## src/design/aircs_defines.vh

```
// Register offsets, field positions, reset values and codes for the converter input/reference control
`ifndef AIRCS_DEFINES_VH
`define AIRCS_DEFINES_VH
`define AIRCS_OFF_INCLK 4'h0
`define AIRCS_OFF_AMP 4'h4
`define AIRCS_OFF_BGR 4'h8
`define AIRCS_OFF_STATUS 4'hC
`define AIRCS_RST_INCLK 8'h00
`define AIRCS_RST_AMP 8'h00
`define AIRCS_RST_BGR 8'h00
`define AIRCS_MASK_INCLK 8'hF7
`define AIRCS_MASK_AMP 8'h9F
`define AIRCS_MASK_BGR 8'h01
`define AIRCS_SRC_MSB 7
`define AIRCS_SRC_LSB 4
`define AIRCS_DIV_MSB 2
`define AIRCS_DIV_LSB 0
`define AIRCS_AMPEN_BIT 7
`define AIRCS_AMPIN_BIT 4
`define AIRCS_REF_MSB 3
`define AIRCS_REF_LSB 2
`define AIRCS_GAIN_MSB 1
`define AIRCS_GAIN_LSB 0
`define AIRCS_BGEN_BIT 0
`define AIRCS_IN_EXT 3'h0
`define AIRCS_IN_SUP1 3'h1
`define AIRCS_IN_SUP2 3'h2
`define AIRCS_IN_SUP4 3'h3
`define AIRCS_IN_AMP1 3'h4
`define AIRCS_IN_AMP2 3'h5
`define AIRCS_IN_AMP4 3'h6
`define AIRCS_IN_GND 3'h7
`define AIRCS_REF_SUPPLY 2'h0
`define AIRCS_REF_PIN 2'h1
`define AIRCS_REF_AMP 2'h2
`define AIRCS_RESP_OKAY 2'h0
`define AIRCS_RESP_SLVERR 2'h2
`endif

```

## src/design/aircs_prescaler.v

```verilog
// Conversion clock prescaler: free-running counter giving a one-cycle enable
`timescale 1ns/1ps
`default_nettype none
module aircs_prescaler #(
  parameter CNT_W = 7
) (
  input wire sys_clk,
  input wire rst,
  input wire [2:0] div_sel,
  output reg conv_clk_en_q
);
  reg [CNT_W-1:0] cnt_q; // Free-running divide counter
  reg [CNT_W-1:0] mask_d; // Low bits that must be all ones for a tick

  // Ratio 2^div_sel: tick when the low div_sel bits are all ones
  always @*
  begin
    mask_d = {CNT_W{1'b1}} >> (CNT_W - div_sel);
  end

  // Counter never stops, so a new ratio takes effect on the next aligned wrap
  always @(posedge sys_clk or posedge rst)
  begin
    if (rst)
    begin
      cnt_q <= {CNT_W{1'b0}};
      conv_clk_en_q <= 1'b0;
    end
    else
    begin
      cnt_q <= cnt_q + {{(CNT_W-1){1'b0}}, 1'b1};
      conv_clk_en_q <= ((cnt_q & mask_d) == mask_d);
    end
  end
endmodule
`default_nettype wire

```

## src/design/aircs_top.v

```verilog
// Converter input source, clock prescaler and reference amplifier control with AXI4-Lite slave
`timescale 1ns/1ps
`default_nettype none
`include "aircs_defines.vh"
module aircs_top #(
  parameter ADDR_W = 4
) (
  input wire sys_clk,
  input wire rst,
  // AXI4-Lite write address
  input wire [ADDR_W-1:0] s_axi_awaddr,
  input wire [2:0] s_axi_awprot,
  input wire s_axi_awvalid,
  output reg s_axi_awready,
  // AXI4-Lite write data
  input wire [31:0] s_axi_wdata,
  input wire [3:0] s_axi_wstrb,
  input wire s_axi_wvalid,
  output reg s_axi_wready,
  // AXI4-Lite write response
  output reg [1:0] s_axi_bresp,
  output reg s_axi_bvalid,
  input wire s_axi_bready,
  // AXI4-Lite read address
  input wire [ADDR_W-1:0] s_axi_araddr,
  input wire [2:0] s_axi_arprot,
  input wire s_axi_arvalid,
  output reg s_axi_arready,
  // AXI4-Lite read data
  output reg [31:0] s_axi_rdata,
  output reg [1:0] s_axi_rresp,
  output reg s_axi_rvalid,
  input wire s_axi_rready,
  // External channel number from the channel-select register elsewhere
  input wire [3:0] external_channel_sel,
  // Analog switch controls
  output reg ext_channel_connect_q,
  output reg [3:0] ext_channel_num_q,
  output reg supply_in_full_q,
  output reg supply_in_half_q,
  output reg supply_in_quarter_q,
  output reg amp_in_full_q,
  output reg amp_in_half_q,
  output reg amp_in_quarter_q,
  output reg ground_in_q,
  output reg conv_clk_en_q,
  output reg ref_amp_enable_q,
  output reg ref_amp_pin_connect_q,
  output reg ref_amp_bandgap_connect_q,
  output reg [3:0] ref_amp_gain_onehot_q,
  output reg ref_supply_connect_q,
  output reg ref_pin_connect_q,
  output reg ref_amp_out_connect_q,
  output reg bandgap_enable_q
);
  // Stored registers, implemented bits only
  reg [7:0] inclk_q; // Input source and clock select
  reg [7:0] amp_q; // Reference amplifier control
  reg [7:0] bgr_q; // Bandgap control
  // Write channel capture
  reg aw_held_q; // Write address taken, waiting for data
  reg [ADDR_W-1:0] aw_addr_q;
  reg w_held_q; // Write data taken, waiting for address
  reg [31:0] w_data_q;
  reg [3:0] w_strb_q;
  wire do_write; // Both halves present, response slot free
  wire prescale_tick; // One-cycle tick from the prescaler
  reg [2:0] in_code_d; // Decoded input class
  reg [31:0] rd_word_d; // Read mux

  // Decode the four-bit source field into an input class
  function [2:0] decode_source;
    input [3:0] src;
    begin
      case (src)
        4'h1: decode_source = `AIRCS_IN_SUP1;
        4'h2: decode_source = `AIRCS_IN_SUP2;
        4'h3: decode_source = `AIRCS_IN_SUP4;
        4'h5: decode_source = `AIRCS_IN_AMP1;
        4'h6: decode_source = `AIRCS_IN_AMP2;
        4'h7: decode_source = `AIRCS_IN_AMP4;
        4'h8, 4'h9, 4'hA, 4'hB: decode_source = `AIRCS_IN_GND;
        default: decode_source = `AIRCS_IN_EXT;
      endcase
    end
  endfunction

  // Decode the two-bit reference field; either 1x code selects the amplifier
  function [1:0] decode_ref;
    input [1:0] sel;
    begin
      if (sel[1])
        decode_ref = `AIRCS_REF_AMP;
      else
        decode_ref = sel;
    end
  endfunction

  // Merge one byte lane into a register, keeping unimplemented bits zero
  function [7:0] merge_byte;
    input [7:0] old;
    input [7:0] data;
    input strb;
    input [7:0] mask;
    begin
      if (strb)
        merge_byte = data & mask;
      else
        merge_byte = old;
    end
  endfunction

  assign do_write = aw_held_q && w_held_q && !s_axi_bvalid;

  // Write path: address and data are taken independently, in either order
  always @(posedge sys_clk or posedge rst)
  begin
    if (rst)
    begin
      s_axi_awready <= 1'b0;
      s_axi_wready <= 1'b0;
      aw_held_q <= 1'b0;
      w_held_q <= 1'b0;
      aw_addr_q <= {ADDR_W{1'b0}};
      w_data_q <= 32'h00000000;
      w_strb_q <= 4'h0;
      s_axi_bvalid <= 1'b0;
      s_axi_bresp <= `AIRCS_RESP_OKAY;
    end
    else
    begin
      // Ready is a one-cycle pulse so each valid is taken exactly once
      s_axi_awready <= s_axi_awvalid && !aw_held_q && !s_axi_awready;
      s_axi_wready <= s_axi_wvalid && !w_held_q && !s_axi_wready;
      if (s_axi_awvalid && s_axi_awready)
      begin
        aw_held_q <= 1'b1;
        aw_addr_q <= s_axi_awaddr;
      end
      if (s_axi_wvalid && s_axi_wready)
      begin
        w_held_q <= 1'b1;
        w_data_q <= s_axi_wdata;
        w_strb_q <= s_axi_wstrb;
      end
      if (do_write)
      begin
        aw_held_q <= 1'b0;
        w_held_q <= 1'b0;
        s_axi_bvalid <= 1'b1;
        // Unmapped address answers SLVERR and stores nothing
        if (aw_addr_q[ADDR_W-1:2] <= 2'h2 && aw_addr_q[1:0] == 2'h0)
          s_axi_bresp <= `AIRCS_RESP_OKAY;
        else
          s_axi_bresp <= `AIRCS_RESP_SLVERR;
      end
      else if (s_axi_bvalid && s_axi_bready)
        s_axi_bvalid <= 1'b0;
    end
  end

  // Register storage; all implemented fields come up at zero
  always @(posedge sys_clk or posedge rst)
  begin
    if (rst)
    begin
      inclk_q <= `AIRCS_RST_INCLK;
      amp_q <= `AIRCS_RST_AMP;
      bgr_q <= `AIRCS_RST_BGR;
    end
    else if (do_write)
    begin
      case (aw_addr_q)
        `AIRCS_OFF_INCLK: inclk_q <= merge_byte(inclk_q, w_data_q[7:0], w_strb_q[0],
          `AIRCS_MASK_INCLK);
        `AIRCS_OFF_AMP: amp_q <= merge_byte(amp_q, w_data_q[7:0], w_strb_q[0],
          `AIRCS_MASK_AMP);
        `AIRCS_OFF_BGR: bgr_q <= merge_byte(bgr_q, w_data_q[7:0], w_strb_q[0],
          `AIRCS_MASK_BGR);
        default: inclk_q <= inclk_q;
      endcase
    end
  end

  // Read mux; status word mirrors the live switch state for software
  always @*
  begin
    case (s_axi_araddr)
      `AIRCS_OFF_INCLK: rd_word_d = {24'h000000, inclk_q};
      `AIRCS_OFF_AMP: rd_word_d = {24'h000000, amp_q};
      `AIRCS_OFF_BGR: rd_word_d = {24'h000000, bgr_q};
      `AIRCS_OFF_STATUS: rd_word_d = {24'h000000, ext_channel_connect_q, ground_in_q,
        ref_amp_enable_q, bandgap_enable_q, ref_pin_connect_q, ref_amp_pin_connect_q,
        ref_amp_out_connect_q, conv_clk_en_q};
      default: rd_word_d = 32'h00000000;
    endcase
  end

  // Read path: one read at a time, data answered the cycle after the address
  always @(posedge sys_clk or posedge rst)
  begin
    if (rst)
    begin
      s_axi_arready <= 1'b0;
      s_axi_rvalid <= 1'b0;
      s_axi_rdata <= 32'h00000000;
      s_axi_rresp <= `AIRCS_RESP_OKAY;
    end
    else
    begin
      s_axi_arready <= s_axi_arvalid && !s_axi_arready && !s_axi_rvalid;
      if (s_axi_arvalid && s_axi_arready)
      begin
        s_axi_rvalid <= 1'b1;
        s_axi_rdata <= rd_word_d;
        if (s_axi_araddr[1:0] == 2'h0)
          s_axi_rresp <= `AIRCS_RESP_OKAY;
        else
          s_axi_rresp <= `AIRCS_RESP_SLVERR;
      end
      else if (s_axi_rvalid && s_axi_rready)
        s_axi_rvalid <= 1'b0;
    end
  end

  // Conversion clock enable from the divider
  aircs_prescaler #(
    .CNT_W(7)
  ) u_prescaler (
    .sys_clk(sys_clk),
    .rst(rst),
    .div_sel(inclk_q[`AIRCS_DIV_MSB:`AIRCS_DIV_LSB]),
    .conv_clk_en_q(prescale_tick)
  );

  always @*
  begin
    in_code_d = decode_source(inclk_q[`AIRCS_SRC_MSB:`AIRCS_SRC_LSB]);
  end

  // Analog switch drive; registered so no decode glitch reaches a switch
  always @(posedge sys_clk or posedge rst)
  begin
    if (rst)
    begin
      ext_channel_connect_q <= 1'b0;
      ext_channel_num_q <= 4'h0;
      supply_in_full_q <= 1'b0;
      supply_in_half_q <= 1'b0;
      supply_in_quarter_q <= 1'b0;
      amp_in_full_q <= 1'b0;
      amp_in_half_q <= 1'b0;
      amp_in_quarter_q <= 1'b0;
      ground_in_q <= 1'b0;
      conv_clk_en_q <= 1'b0;
      ref_amp_enable_q <= 1'b0;
      ref_amp_pin_connect_q <= 1'b0;
      ref_amp_bandgap_connect_q <= 1'b0;
      ref_amp_gain_onehot_q <= 4'h0;
      ref_supply_connect_q <= 1'b0;
      ref_pin_connect_q <= 1'b0;
      ref_amp_out_connect_q <= 1'b0;
      bandgap_enable_q <= 1'b0;
    end
    else
    begin
      // Only one input switch can close at a time
      ext_channel_connect_q <= (in_code_d == `AIRCS_IN_EXT);
      // Channel number is forced to zero when external path is off
      ext_channel_num_q <= (in_code_d == `AIRCS_IN_EXT) ? external_channel_sel : 4'h0;
      supply_in_full_q <= (in_code_d == `AIRCS_IN_SUP1);
      supply_in_half_q <= (in_code_d == `AIRCS_IN_SUP2);
      supply_in_quarter_q <= (in_code_d == `AIRCS_IN_SUP4);
      amp_in_full_q <= (in_code_d == `AIRCS_IN_AMP1);
      amp_in_half_q <= (in_code_d == `AIRCS_IN_AMP2);
      amp_in_quarter_q <= (in_code_d == `AIRCS_IN_AMP4);
      ground_in_q <= (in_code_d == `AIRCS_IN_GND);
      conv_clk_en_q <= prescale_tick;
      // Amplifier power follows the bit alone; software keeps it on when used
      ref_amp_enable_q <= amp_q[`AIRCS_AMPEN_BIT];
      ref_amp_pin_connect_q <= !amp_q[`AIRCS_AMPIN_BIT];
      ref_amp_bandgap_connect_q <= amp_q[`AIRCS_AMPIN_BIT];
      // Gain 1, 1.667, 2.5, 3.333 as one-hot trim selects
      ref_amp_gain_onehot_q <= 4'h1 << amp_q[`AIRCS_GAIN_MSB:`AIRCS_GAIN_LSB];
      ref_supply_connect_q <= (decode_ref(amp_q[`AIRCS_REF_MSB:`AIRCS_REF_LSB])
        == `AIRCS_REF_SUPPLY);
      ref_pin_connect_q <= (decode_ref(amp_q[`AIRCS_REF_MSB:`AIRCS_REF_LSB])
        == `AIRCS_REF_PIN);
      ref_amp_out_connect_q <= (decode_ref(amp_q[`AIRCS_REF_MSB:`AIRCS_REF_LSB])
        == `AIRCS_REF_AMP);
      bandgap_enable_q <= bgr_q[`AIRCS_BGEN_BIT];
    end
  end
endmodule
`default_nettype wire

```

## config.mk

```make
export PLATFORM = sky130hd
export DESIGN_NAME = aircs_top
export DESIGN_NICKNAME = d
export VERILOG_FILES = /design/src/design/aircs_prescaler.v /design/src/design/aircs_top.v
export VERILOG_INCLUDE_DIRS = /design/src /design/src/design
export SDC_FILE = /design/constraint.sdc
export NUM_CORES = 1
export LEC_CHECK = 0
export BUFFER_PORTS_ARGS = -buffer_cell sky130_fd_sc_hd__buf_2
export CELL_PAD_IN_SITES_DETAIL_PLACEMENT = 0
export CELL_PAD_IN_SITES_GLOBAL_PLACEMENT = 1
export CORE_ASPECT_RATIO = 1.25
export CORE_MARGIN = 2
export CORE_UTILIZATION = 40
export DETAILED_ROUTE_END_ITERATION = 8
export PLACE_DENSITY = 0.95
export SYNTH_ARGS = -nofsm -noshare
export SYNTH_HDL_FRONTEND = slang
export SYNTH_SLANG_ARGS = --single-unit
```

## constraint.sdc

```tcl
create_clock -name sys_clk -period 7.41 [get_ports sys_clk]
set_input_delay 1.482 -clock sys_clk [delete_from_list [all_inputs] [get_ports sys_clk]]
set_output_delay 1.482 -clock sys_clk [all_outputs]
set_load 0.05 [all_outputs]
```

# --- After elaboration in Yosys (flattened, before gate mapping) ---
# Memories as Yosys holds them, arrays and structs flattened.
# Cells that the tools add are included.
word_totals:
  reg_bits: 102
  rom_bits: 48
  input_bits: 61
  output_inout_bits: 65
  elab_cells: 106
  memories: 1
memory_table:
  columns: ["memory", "depth", "width", "rd", "rd_ports_with_merged_regs", "write_ports", "line_no", "source"]
  rows:
  - ["(no name shown)", 16, 3, 1, 0, 0, "aircs_top.v:75", "case (src)"]
op_classes:
  add_sub_neg: 2
  order_cmp: 1
  n_eq_ne: 15
  shifts: 2
  muxes: 13
  bitwise_logic: 1
  n_reduce_logical: 35
op_table:
  columns: ["cell", "n"]
  rows:
  - ["8-bit one-hot mux with 4 select lines", 1]
  - ["7-bit by 32-bit >> shifter with 7-bit output, first input constant", 1]
  - ["1-bit logical AND", 14]
  - ["3-bit == test, second input constant", 4]
  - ["4-bit == test, second input constant", 3]
  - ["3-bit AND reduction", 3]
  - ["4-bit by 3-bit == test with 1-bit output, second input constant", 2]
  - ["1-bit zero test", 8]
  - ["4-bit zero test", 2]
  - ["1-bit two-way mux", 8]
  - ["2-bit nonzero test", 4]
  - ["7-bit by 1-bit adder with 7-bit output, second input constant", 1]
  - ["7-bit bitwise AND", 1]
  - ["7-bit == test", 1]
  - ["3-bit by 2-bit == test with 1-bit output, second input constant", 2]
  - ["2-bit zero test", 3]
  - ["2-bit two-way mux", 3]
  - ["4-bit two-way mux", 1]
  - ["1-bit by 2-bit left shift with 4-bit output, first input constant", 1]
  - ["3-bit by 3-bit subtractor with 4-bit output, first input constant", 1]
  - ["3-bit by 1-bit == test with 1-bit output, second input constant", 1]
  - ["3-bit zero test", 1]
  - ["2-bit by 1-bit == test with 1-bit output, second input constant", 1]
  - ["2-bit == test, second input constant", 1]
  - ["2-bit <= comparator, second input constant", 1]

# --- Logic depth before layout (Yosys ltp) ---
# Gate-level depths: netlist of run 1.
depth:
  ltp_word: 4
  ltp_mapped: 5
  mapped_depth_nobuf: 4

# --- By module ---
# A second synthesis of run 1 with hierarchy kept.
unflattened:
  cells_unflattened: 241
  area_unflattened_um2: 3129.3
by_module_without_submodules:
  columns: ["mod", "instances", "cells_each", "area_per_inst_um2", "seq_area_each_um2"]
  rows:
  - ["aircs_top", 1, 211, 2775.2, 1701.6]
  - ["aircs_prescaler", 1, 30, 354.1, 200.2]

# --- Worst setup path after synthesis of run 1 ---
# No wires, ideal clock.
synth_timing:
  path_kind: "in2reg"
  startpoint: "input s_axi_araddr[2]"
  endpoint: "register s_axi_rdata[4]"
  setup_time_ns: 0.131
  arrival_time_ns: 2.324
  t_required_ns: 7.279
  setup_slack_ns: 4.955
  cell_stages: 4
  n_path_buf: 1
  cell_sequence: "clkbuf_1 > mux2_2 > a22oi_1 > o21ai_0"
synth_via:
  elab_chain_cells: 2
  elab_cells_between_ends: 5
  classes_between: "eq/ne (3); mux (1); reduce/logical (1)"
synth_lines:
  columns: ["item", "line_no", "source"]
  rows:
  - ["start, declared", "aircs_top.v:25", "input wire [ADDR_W-1:0] s_axi_araddr,"]
  - ["4-bit == test, or another cell as far along", "aircs_top.v:188", "case (s_axi_araddr)"]
  - ["8-bit one-hot mux with 4 select lines *", "aircs_top.v:188", null]
  - ["end signal, assigned", "aircs_top.v:215", "s_axi_rdata <= rd_word_d;"]
  - ["end, declared", "aircs_top.v:30", "output reg [31:0] s_axi_rdata,"]
# Every way passes the cells marked *; elsewhere a longest branch is shown, timed or not.
# A chain may end at the register's enable or synchronous reset.

# --- Worst setup path in the final report of run 1 ---
layout_timing:
  startpoint: "register s_axi_arready"
  endpoint: "output s_axi_arready"
layout_lines:
  columns: ["item", "line_no", "source"]
  rows:
  - ["start, declared", "aircs_top.v:28", "output reg s_axi_arready,"]
  - ["start signal, assigned", "aircs_top.v:211", "s_axi_arready <= s_axi_arvalid && !s_axi_arready && !s_axi_rvalid;"]
# No word-level cell between the ends.

==> out/results.md, run 1 <==
Critical path
* s_axi_arready — end of the critical path
* inclk_q[5]$_DFFE_PP0P_ — end of the worst register-to-register path
* 5.93 ns — required time worst endpoint
* flip-flops — cell class contributing the biggest share of worst-path delay
* primary output — Critical Path End Type
* 0.41 ns — Max stage delay on crit path
* buf_2 — series of cell instances along the critical path
* 1 — WP buf/inv
* flop — Setup crit start kind
* 5.62 ns — reg2reg setup slack
* sky130_fd_sc_hd__dfrtp_1 — Critical-path top delay cell
* 1.04 ns — endpoint arrival time on the critical path
* reg2out — Worst Setup Path Type
* 5 — Crit Path Max Fanout
* 4 — logic depth of the worst register-to-register path
* s_axi_arready$_DFF_PP0_ — CP startpoint
* 1 — Critical Path Stages
* s_axi_bvalid$_DFFE_PP0P_ — critical register-to-register path startpoint

Logic synthesis
* sky130_fd_sc_hd__dfrtp_1 (61%), sky130_fd_sc_hd__mux2_2 (11%), sky130_fd_sc_hd__buf_4 (6.3%), sky130_fd_sc_hd__o21ai_0 (2.4%), sky130_fd_sc_hd__nand2_1 (1.8%) — ranking of synthesized cells by area
* sky130_fd_sc_hd__dfrtp_1 — cell taking the most area after synthesis
* 243 — number of standard cells after synthesis
* 76 — post-synthesis sequential element count
* 34 — Netlist cell types
* 12.8 um^2 — Avg Inst Size Synth
* 61.0% — sequential element share of the synthesized area
* 61.0% — share of the synthesized area in the top cell type
* 3120 um^2 — area of the mapped netlist
* 0 — number of warnings reported in the yosys synthesis log

Timing
* false — setup repair after global routing missed its margin
* 38.9% — Worst slew margin
* 0 — fin. max-slew vios
* 2.52 ns — minimum clock period
* 0.917 ns — slew at the pin closest to its max-slew limit
* 34.0% — final worst path period share
* 0.00754 ns — worst clock skew on the final layout
* 0 — number of hold-slack violations in the final timing report
* 397 MHz — Fmax
* 0 ns — Setup TNS
* 0 — Final setup violation count

Power
* 23.5% — clock network fraction of design power
* 0.00146 W — Power, Total
* 31.7% — part of the power in combinational logic
* 396 nW/um^2 — PD cells
* 44.8% — proportion of power drawn by flip-flops and latches
* 0.000888 W — P_int
* 0.000568 W — net switching power
* 0.187 mV — VDD IR-drop max
* 39.0% — net switching fraction of the power
* 1.85 nW — leakage

Global routing
* 0 — global route total overflow
* 0 — initial antenna violation count
* 1935 — number of global-route vias before repair
* 13.5% — Global Route Usage Sum
* 77 — largest net degree at the start of global routing
* 9110 um — global-route wire length before repair

Layout
* sky130_fd_sc_hd__dfrtp_1 (76), sky130_fd_sc_hd__buf_2 (66), sky130_fd_sc_hd__mux2_2 (30), sky130_fd_sc_hd__conb_1 (26) — most frequent cells in the layout
* 0 — number of inserted diodes
* 378 — nets
* sky130_fd_sc_hd__dfrtp_1 — most frequent standard cell in the layout excluding fill and tap cells
* 17.8% — synthesis-to-finish area growth
* 710 — final-layout fill cell count
* 35.9% — fraction of final layout cells with drive strength greater than 1

Die
* 83.0 um — Die X
* 36 — Std-Cell Rows
* 7700 um^2 — core area
* 103 um — vertical die dimension
* 40.5% — starting density of the core
* 126 — count of boundary I/O pins
* 8530 um^2 — total die area

Clock tree
* 0 — Post CTS Setup Buffer Count
* 0.34 ns — clock network latency to the later pin of the worst-skew pair
* 0 — hold-fix buffers at CTS
* 0 — post_cts resized
* 0.08 ns — clock slew seen by the registers of the worst setup and hold paths
* sky130_fd_sc_hd__clkbuf_8 — clock root buffer
* 3 — htree depth
* 76 — clock sinks
* built — CTS tree
* 9 — number of buffers inserted during clock tree synthesis
* 2 — clock tree buffer depth

Placed design
* 66 — number of port buffers
* 0.755 — global placer's final weighted congestion
* 3930 um — post-detail-place hpwl

Status
* complete, no violations — result of the run

Detailed routing
* 13.1 um — post-DR wirelength/cell
* 117 — initial drt markers
* 4.74 — Vias per Instance
* 0 — count of unresolved DRC violations after routing
* 4 — Pre-Repair DR Iteration Count
* 5450 um — final wirelength
* 0 — count of antenna-violating nets left after detailed routing
* 1966 — via count

Flow run
* 0 — reported max-cap violation count

Min path
* reg2reg — classification of the worst-slack hold path

==> stage by stage <==
stage                     worst slack [ns]  hold slack, ns  utilization (%)  instances  area [um^2]
final                                 4.89           0.363             47.7        415         3670
after global routing                  4.84           0.366             47.7        415         3670
after CTS                             4.88           0.366             47.7        415         3670
after detailed placement              4.90           0.349             44.9        400         3460
after global placement                4.95           0.338             44.9        400         3460
after floorplan                       3.99           0.331                -        268         3210
==> kinds of logic after synthesis <==
| family | share of synthesized area, % |
|---|---|
| compound gates | 6.26 |
| simple gates | 11.8 |
| fa+ha+maj | 0.401 |
| other cells | 0.120 |
| flops | 61.0 |
| buf+inv | 7.58 |
| mux | 11.5 |
| xor+xnor | 1.40 |
==> worst min-delay path by stage <==
stage / start / to / slack, ns / depth (start not counted)
6_report: u_prescaler.conv_clk_en_q$_DFF_PP0_ / conv_clk_en_q$_DFF_PP0_ / 0.36 / 0
5_1_grt: u_prescaler.conv_clk_en_q$_DFF_PP0_ / conv_clk_en_q$_DFF_PP0_ / 0.37 / 0
4_1_cts: u_prescaler.conv_clk_en_q$_DFF_PP0_ / conv_clk_en_q$_DFF_PP0_ / 0.37 / 0
3_5_place_dp: u_prescaler.conv_clk_en_q$_DFF_PP0_ / conv_clk_en_q$_DFF_PP0_ / 0.35 / 0
3_3_place_gp: u_prescaler.conv_clk_en_q$_DFF_PP0_ / conv_clk_en_q$_DFF_PP0_ / 0.34 / 0
2_1_floorplan: u_prescaler.conv_clk_en_q$_DFF_PP0_ / conv_clk_en_q$_DFF_PP0_ / 0.33 / 0
==> state kept, by name, indices dropped and copies added (netlist names), 4 cells and up <==
register and cells:
s_axi_rdata 8, w_data_q 8, inclk_q 7, u_prescaler.cnt_q 7, amp_q 6, aw_addr_q 4, ext_channel_num_q 4, ref_amp_gain_onehot_q 4
==> power groups by stage <==
stage                     Combinational [W]  Clock (W)  Sequential, W
after floorplan                    0.000199          0       0.000820
after global placement             0.000459          0       0.000654
after detailed placement           0.000468          0       0.000662
after CTS                          0.000469   0.000350       0.000654
after global routing               0.000493   0.000368       0.000673
final                              0.000462   0.000342       0.000652
==> final cells by class <==
cell class	instances	area (um^2)	share of cell area, %
multi-input combinational	155	1070	29.2
tap	95	119	3.23
clock inverter	4	73.8	2.01
inverter	7	26.3	0.715
sequential	76	1900	51.8
timing repair buffer	67	338	9.19
clock buffer	11	141	3.85
==> synthesized netlist by cell type (all sizes together) <==
master,count
nor4b,3
and3,1
conb,1
and4b,1
nor3,2
nand3b,3
nor3b,4
clkbuf,4
inv,7
a21oi,6
nand3,5
a211oi,1
nand2,15
a221o,1
and2,7
buf,26
ha,1
xor2,1
nor4bb,3
mux2,30
a32o,1
nor2,10
nor2b,5
a21boi,1
a22o,1
a22oi,5
o21ai,15
xnor2,4
a2bb2oi,1
mux2i,2
dfrtp,76
==> routing by layer <==
metal	share of wire, %	track usage, %
met4	2.1	6.81
met5	0	0
met2	48	22.5
met3	5.7	3.92
met1	44	16.2
No activity file was read; power rests on OpenSTA's default activity.
==> run 2: changes to the inputs <==
--- a/config.mk
+++ b/config.mk
@@ -6,14 +6,15 @@
 export SDC_FILE = /design/constraint.sdc
 export NUM_CORES = 1
 export LEC_CHECK = 0
+export ABC_AREA = 1
 export BUFFER_PORTS_ARGS = -buffer_cell sky130_fd_sc_hd__buf_2
 export CELL_PAD_IN_SITES_DETAIL_PLACEMENT = 0
 export CELL_PAD_IN_SITES_GLOBAL_PLACEMENT = 1
 export CORE_ASPECT_RATIO = 1.25
 export CORE_MARGIN = 2
-export CORE_UTILIZATION = 40
+export CORE_UTILIZATION = 35
 export DETAILED_ROUTE_END_ITERATION = 8
-export PLACE_DENSITY = 0.95
+export PLACE_DENSITY = 0.89
 export SYNTH_ARGS = -nofsm -noshare
 export SYNTH_HDL_FRONTEND = slang
 export SYNTH_SLANG_ARGS = --single-unit
==> constraint.sdc (replaced) <==
create_clock -name sys_clk -period 2.57 [get_ports sys_clk]
set_input_delay 0.514 -clock sys_clk [delete_from_list [all_inputs] [get_ports sys_clk]]
set_output_delay 0.514 -clock sys_clk [all_outputs]
set_load 0.05 [all_outputs]
==> run 2 against run 1 <==
Net effect: routed wire length grew 6.7%; via count grew 13%; global-route usage shrank 0.71 points; critical path depth is the same; cell area grew 6.3%; clock power grew to 4.1 times the previous value; largest cell class unchanged; largest power group unchanged.
==> out/results.md, run 2 <==
Status
* complete, no violations — result of the run

Layout
* sky130_fd_sc_hd__dfrtp_1 (76), sky130_fd_sc_hd__nand2_1 (75), sky130_fd_sc_hd__buf_2 (66), sky130_fd_sc_hd__inv_1 (36), sky130_fd_sc_hd__nand3_1 (27) — most frequent cells in the layout
* s_axi_rdata x8, w_data_q x8 — leading registers by flop count
* sky130_fd_sc_hd__dfrtp_1 — most frequent standard cell in the layout excluding fill and tap cells
* 21.6% — synthesis-to-finish area growth
* 0 — number of inserted diodes
* 468 — nets
* 26.2% — fraction of final layout cells with drive strength greater than 1
* 1900 um^2 — sequential cell area
* 921 — final-layout fill cell count
* 1020 um^2 — area taken by multi-input logic gates
* 43.3% — Final Core Density
* 3910 um^2 — fin area

Timing
* 0 — number of hold-slack violations in the final timing report
* 0.00464 ns — worst clock skew on the final layout
* 57.6% — final worst path period share
* 0 ns — Setup TNS
* 0 — fin. max-slew vios
* false — setup repair after global routing missed its margin
* 0 — Final setup violation count
* 675 MHz — Fmax
* 1.48 ns — minimum clock period
* 1.09 ns — PnR worst setup slack

Clock tree
* 0.33 ns — clock network latency to the later pin of the worst-skew pair
* 0 — post_cts resized
* 76 — clock sinks
* sky130_fd_sc_hd__clkbuf_16 — clock root buffer
* 2 — clock tree buffer depth
* 3 — htree depth
* 0.06 ns — clock slew seen by the registers of the worst setup and hold paths
* 0 — hold-fix buffers at CTS
* 9 — number of buffers inserted during clock tree synthesis
* 0 — Post CTS Setup Buffer Count
* built — CTS tree

Placed design
* 66 — number of port buffers
* 3580 um^2 — instance area after placement
* 4200 um — post-detail-place hpwl
* 1.13 ns — worst setup slack before clock tree synthesis
* 0.756 — global placer's final weighted congestion

Flow run
* 0 — reported max-cap violation count

Global routing
* 77 — largest net degree at the start of global routing
* 0 — initial antenna violation count
* met2 — layer with the highest usage after global routing
* 10200 um — global-route wire length before repair
* 12.8% — Global Route Usage Sum
* 20.3% — met2 global-route usage
* 16.4% — global-route met1 utilization
* 2218 — number of global-route vias before repair
* 3.13% — met3 layer usage reported by global route
* 0 — global route total overflow

Detailed routing
* 4.18 — Vias per Instance
* 5810 um — final wirelength
* 2226 — via count
* 0 — count of unresolved DRC violations after routing
* 0 — count of antenna-violating nets left after detailed routing
* 131 — initial drt markers
* 4 — Pre-Repair DR Iteration Count
* 10.9 um — post-DR wirelength/cell

Critical path
* sky130_fd_sc_hd__dfrtp_1 — Critical-path top delay cell
* 0.97 ns — endpoint arrival time on the critical path
* 0.37 ns — Max stage delay on crit path
* flip-flops — cell class contributing the biggest share of worst-path delay
* 2 — Crit Path Max Fanout
* primary output — Critical Path End Type
* 2.06 ns — required time worst endpoint
* buf_2 — series of cell instances along the critical path
* flop — Setup crit start kind
* reg2out — Worst Setup Path Type
* 1 — WP buf/inv

Logic synthesis
* 59.2% — share of the synthesized area in the top cell type
* 3210 um^2 — area of the mapped netlist
* sky130_fd_sc_hd__dfrtp_1 (76), sky130_fd_sc_hd__nand2_1 (75), sky130_fd_sc_hd__inv_1 (37) — list of most frequent post-synthesis cells
* 76 — post-synthesis sequential element count
* sky130_fd_sc_hd__dfrtp_1 — dominant register cell in the synthesized netlist
* sky130_fd_sc_hd__dfrtp_1 — most repeated cell in the gate-level netlist after synthesis
* 9.60 um^2 — Avg Inst Size Synth
* 0 — Post-synth EDFFs
* 335 — number of standard cells after synthesis
* sky130_fd_sc_hd__dfrtp_1 (59%), sky130_fd_sc_hd__nand2_1 (8.8%), sky130_fd_sc_hd__buf_4 (6.1%), sky130_fd_sc_hd__inv_1 (4.3%), sky130_fd_sc_hd__nand3_1 (4.2%) — ranking of synthesized cells by area
* sky130_fd_sc_hd__dfrtp_1 — cell taking the most area after synthesis
* 59.2% — sequential element share of the synthesized area
* 27 — Netlist cell types
* 100% — Async S/R FF share, synth
* 0 — number of warnings reported in the yosys synthesis log

Die
* 89.7 um — Die X
* 111 um — vertical die dimension
* 9030 um^2 — core area
* 126 — count of boundary I/O pins
* 39 — Std-Cell Rows
* 35.6% — starting density of the core
* 9970 um^2 — total die area

Min path
* in2async — classification of the worst-slack hold path

Power
* 1100 nW/um^2 — PD cells
* 2.10 nW — leakage
* 0.576 mV — VDD IR-drop max

-- run 2: cell count changes after synthesis, sizes merged, moves of 15 or more --
cell	before	now
inv	7	40
o21ai	15	36
nand2	15	78
mux2	30	0
nor2	10	25
nand3	5	28
-- run 2: tightest hold or removal path, stage by stage --
cell                     delay (ns)
sky130_fd_sc_hd__buf_2         0.10
sky130_fd_sc_hd__inv_2         0.06
sky130_fd_sc_hd__buf_12        0.32
-- run 2: final timing paths --
check	from	slack (ns)	depth (start not counted)	end
worst min register to register	u_prescaler.conv_clk_en_q$_DFF_PP0_	0.34	0	conv_clk_en_q$_DFF_PP0_
worst max-delay path	ground_in_q$_DFF_PP0_	1.09	1	ground_in_q
min in group sys_clk	u_prescaler.conv_clk_en_q$_DFF_PP0_	0.34	0	conv_clk_en_q$_DFF_PP0_
worst max register to register	s_axi_bvalid$_DFFE_PP0P_	1.30	6	inclk_q[6]$_DFFE_PP0P_
max in group asynchronous	rst	1.99	3	ext_channel_num_q[2]$_DFF_PP0_
worst min-delay path	rst	0.26	3	u_prescaler.cnt_q[4]$_DFF_PP0_
-- run 2: kinds of logic after synthesis --
logic type	count (synthesis)	share of synthesized area [%]
and+or+nand+nor	140	19.2
DFF	76	59.2
buffers and inverters	73	12.1
AOI/OAI and AO/OA	39	7.67
xor gates and xnor gates	5	1.36
adders and majority gates	1	0.389
other	1	0.117
-- run 2: cell type report --
| cell class | instances | share of cell area, % |
|---|---|---|
| clock buffers | 9 | 5.76 |
| clock inverters | 5 | 2.63 |
| inverters | 40 | 3.84 |
| multi-input cells | 211 | 26.0 |
| flip-flops and latches | 76 | 48.7 |
| well taps | 123 | 3.94 |
| repair buffers | 68 | 9.16 |
-- run 2: per-stage QoR --
step | total power [W] | instances | hold slack (ns)
6_report | 0.00430 | 532 | 0.261
5_1_grt | 0.00455 | 532 | 0.296
4_1_cts | 0.00435 | 532 | 0.292
3_5_place_dp | 0.00295 | 518 | 0.336
3_3_place_gp | 0.00290 | 518 | 0.334
2_1_floorplan | 0.00268 | 360 | 0.331
-- run 2: report_power, final --
group	internal [W]	total (W)	switching (W)
Clock	0.000935	0.00139	0.000452
Combinational	0.000287	0.00123	0.000942
Sequential	0.00150	0.00169	0.000190
Total	0.00272	0.00430	0.00158
-- run 2: metal layers --
| layer | share of wire, % | routed length, um |
|---|---|---|
| met2 | 46 | 2700 |
| met1 | 46 | 2660 |
| met4 | 2.0 | 115 |
| met5 | 0 | 0 |
| met3 | 5.8 | 339 |
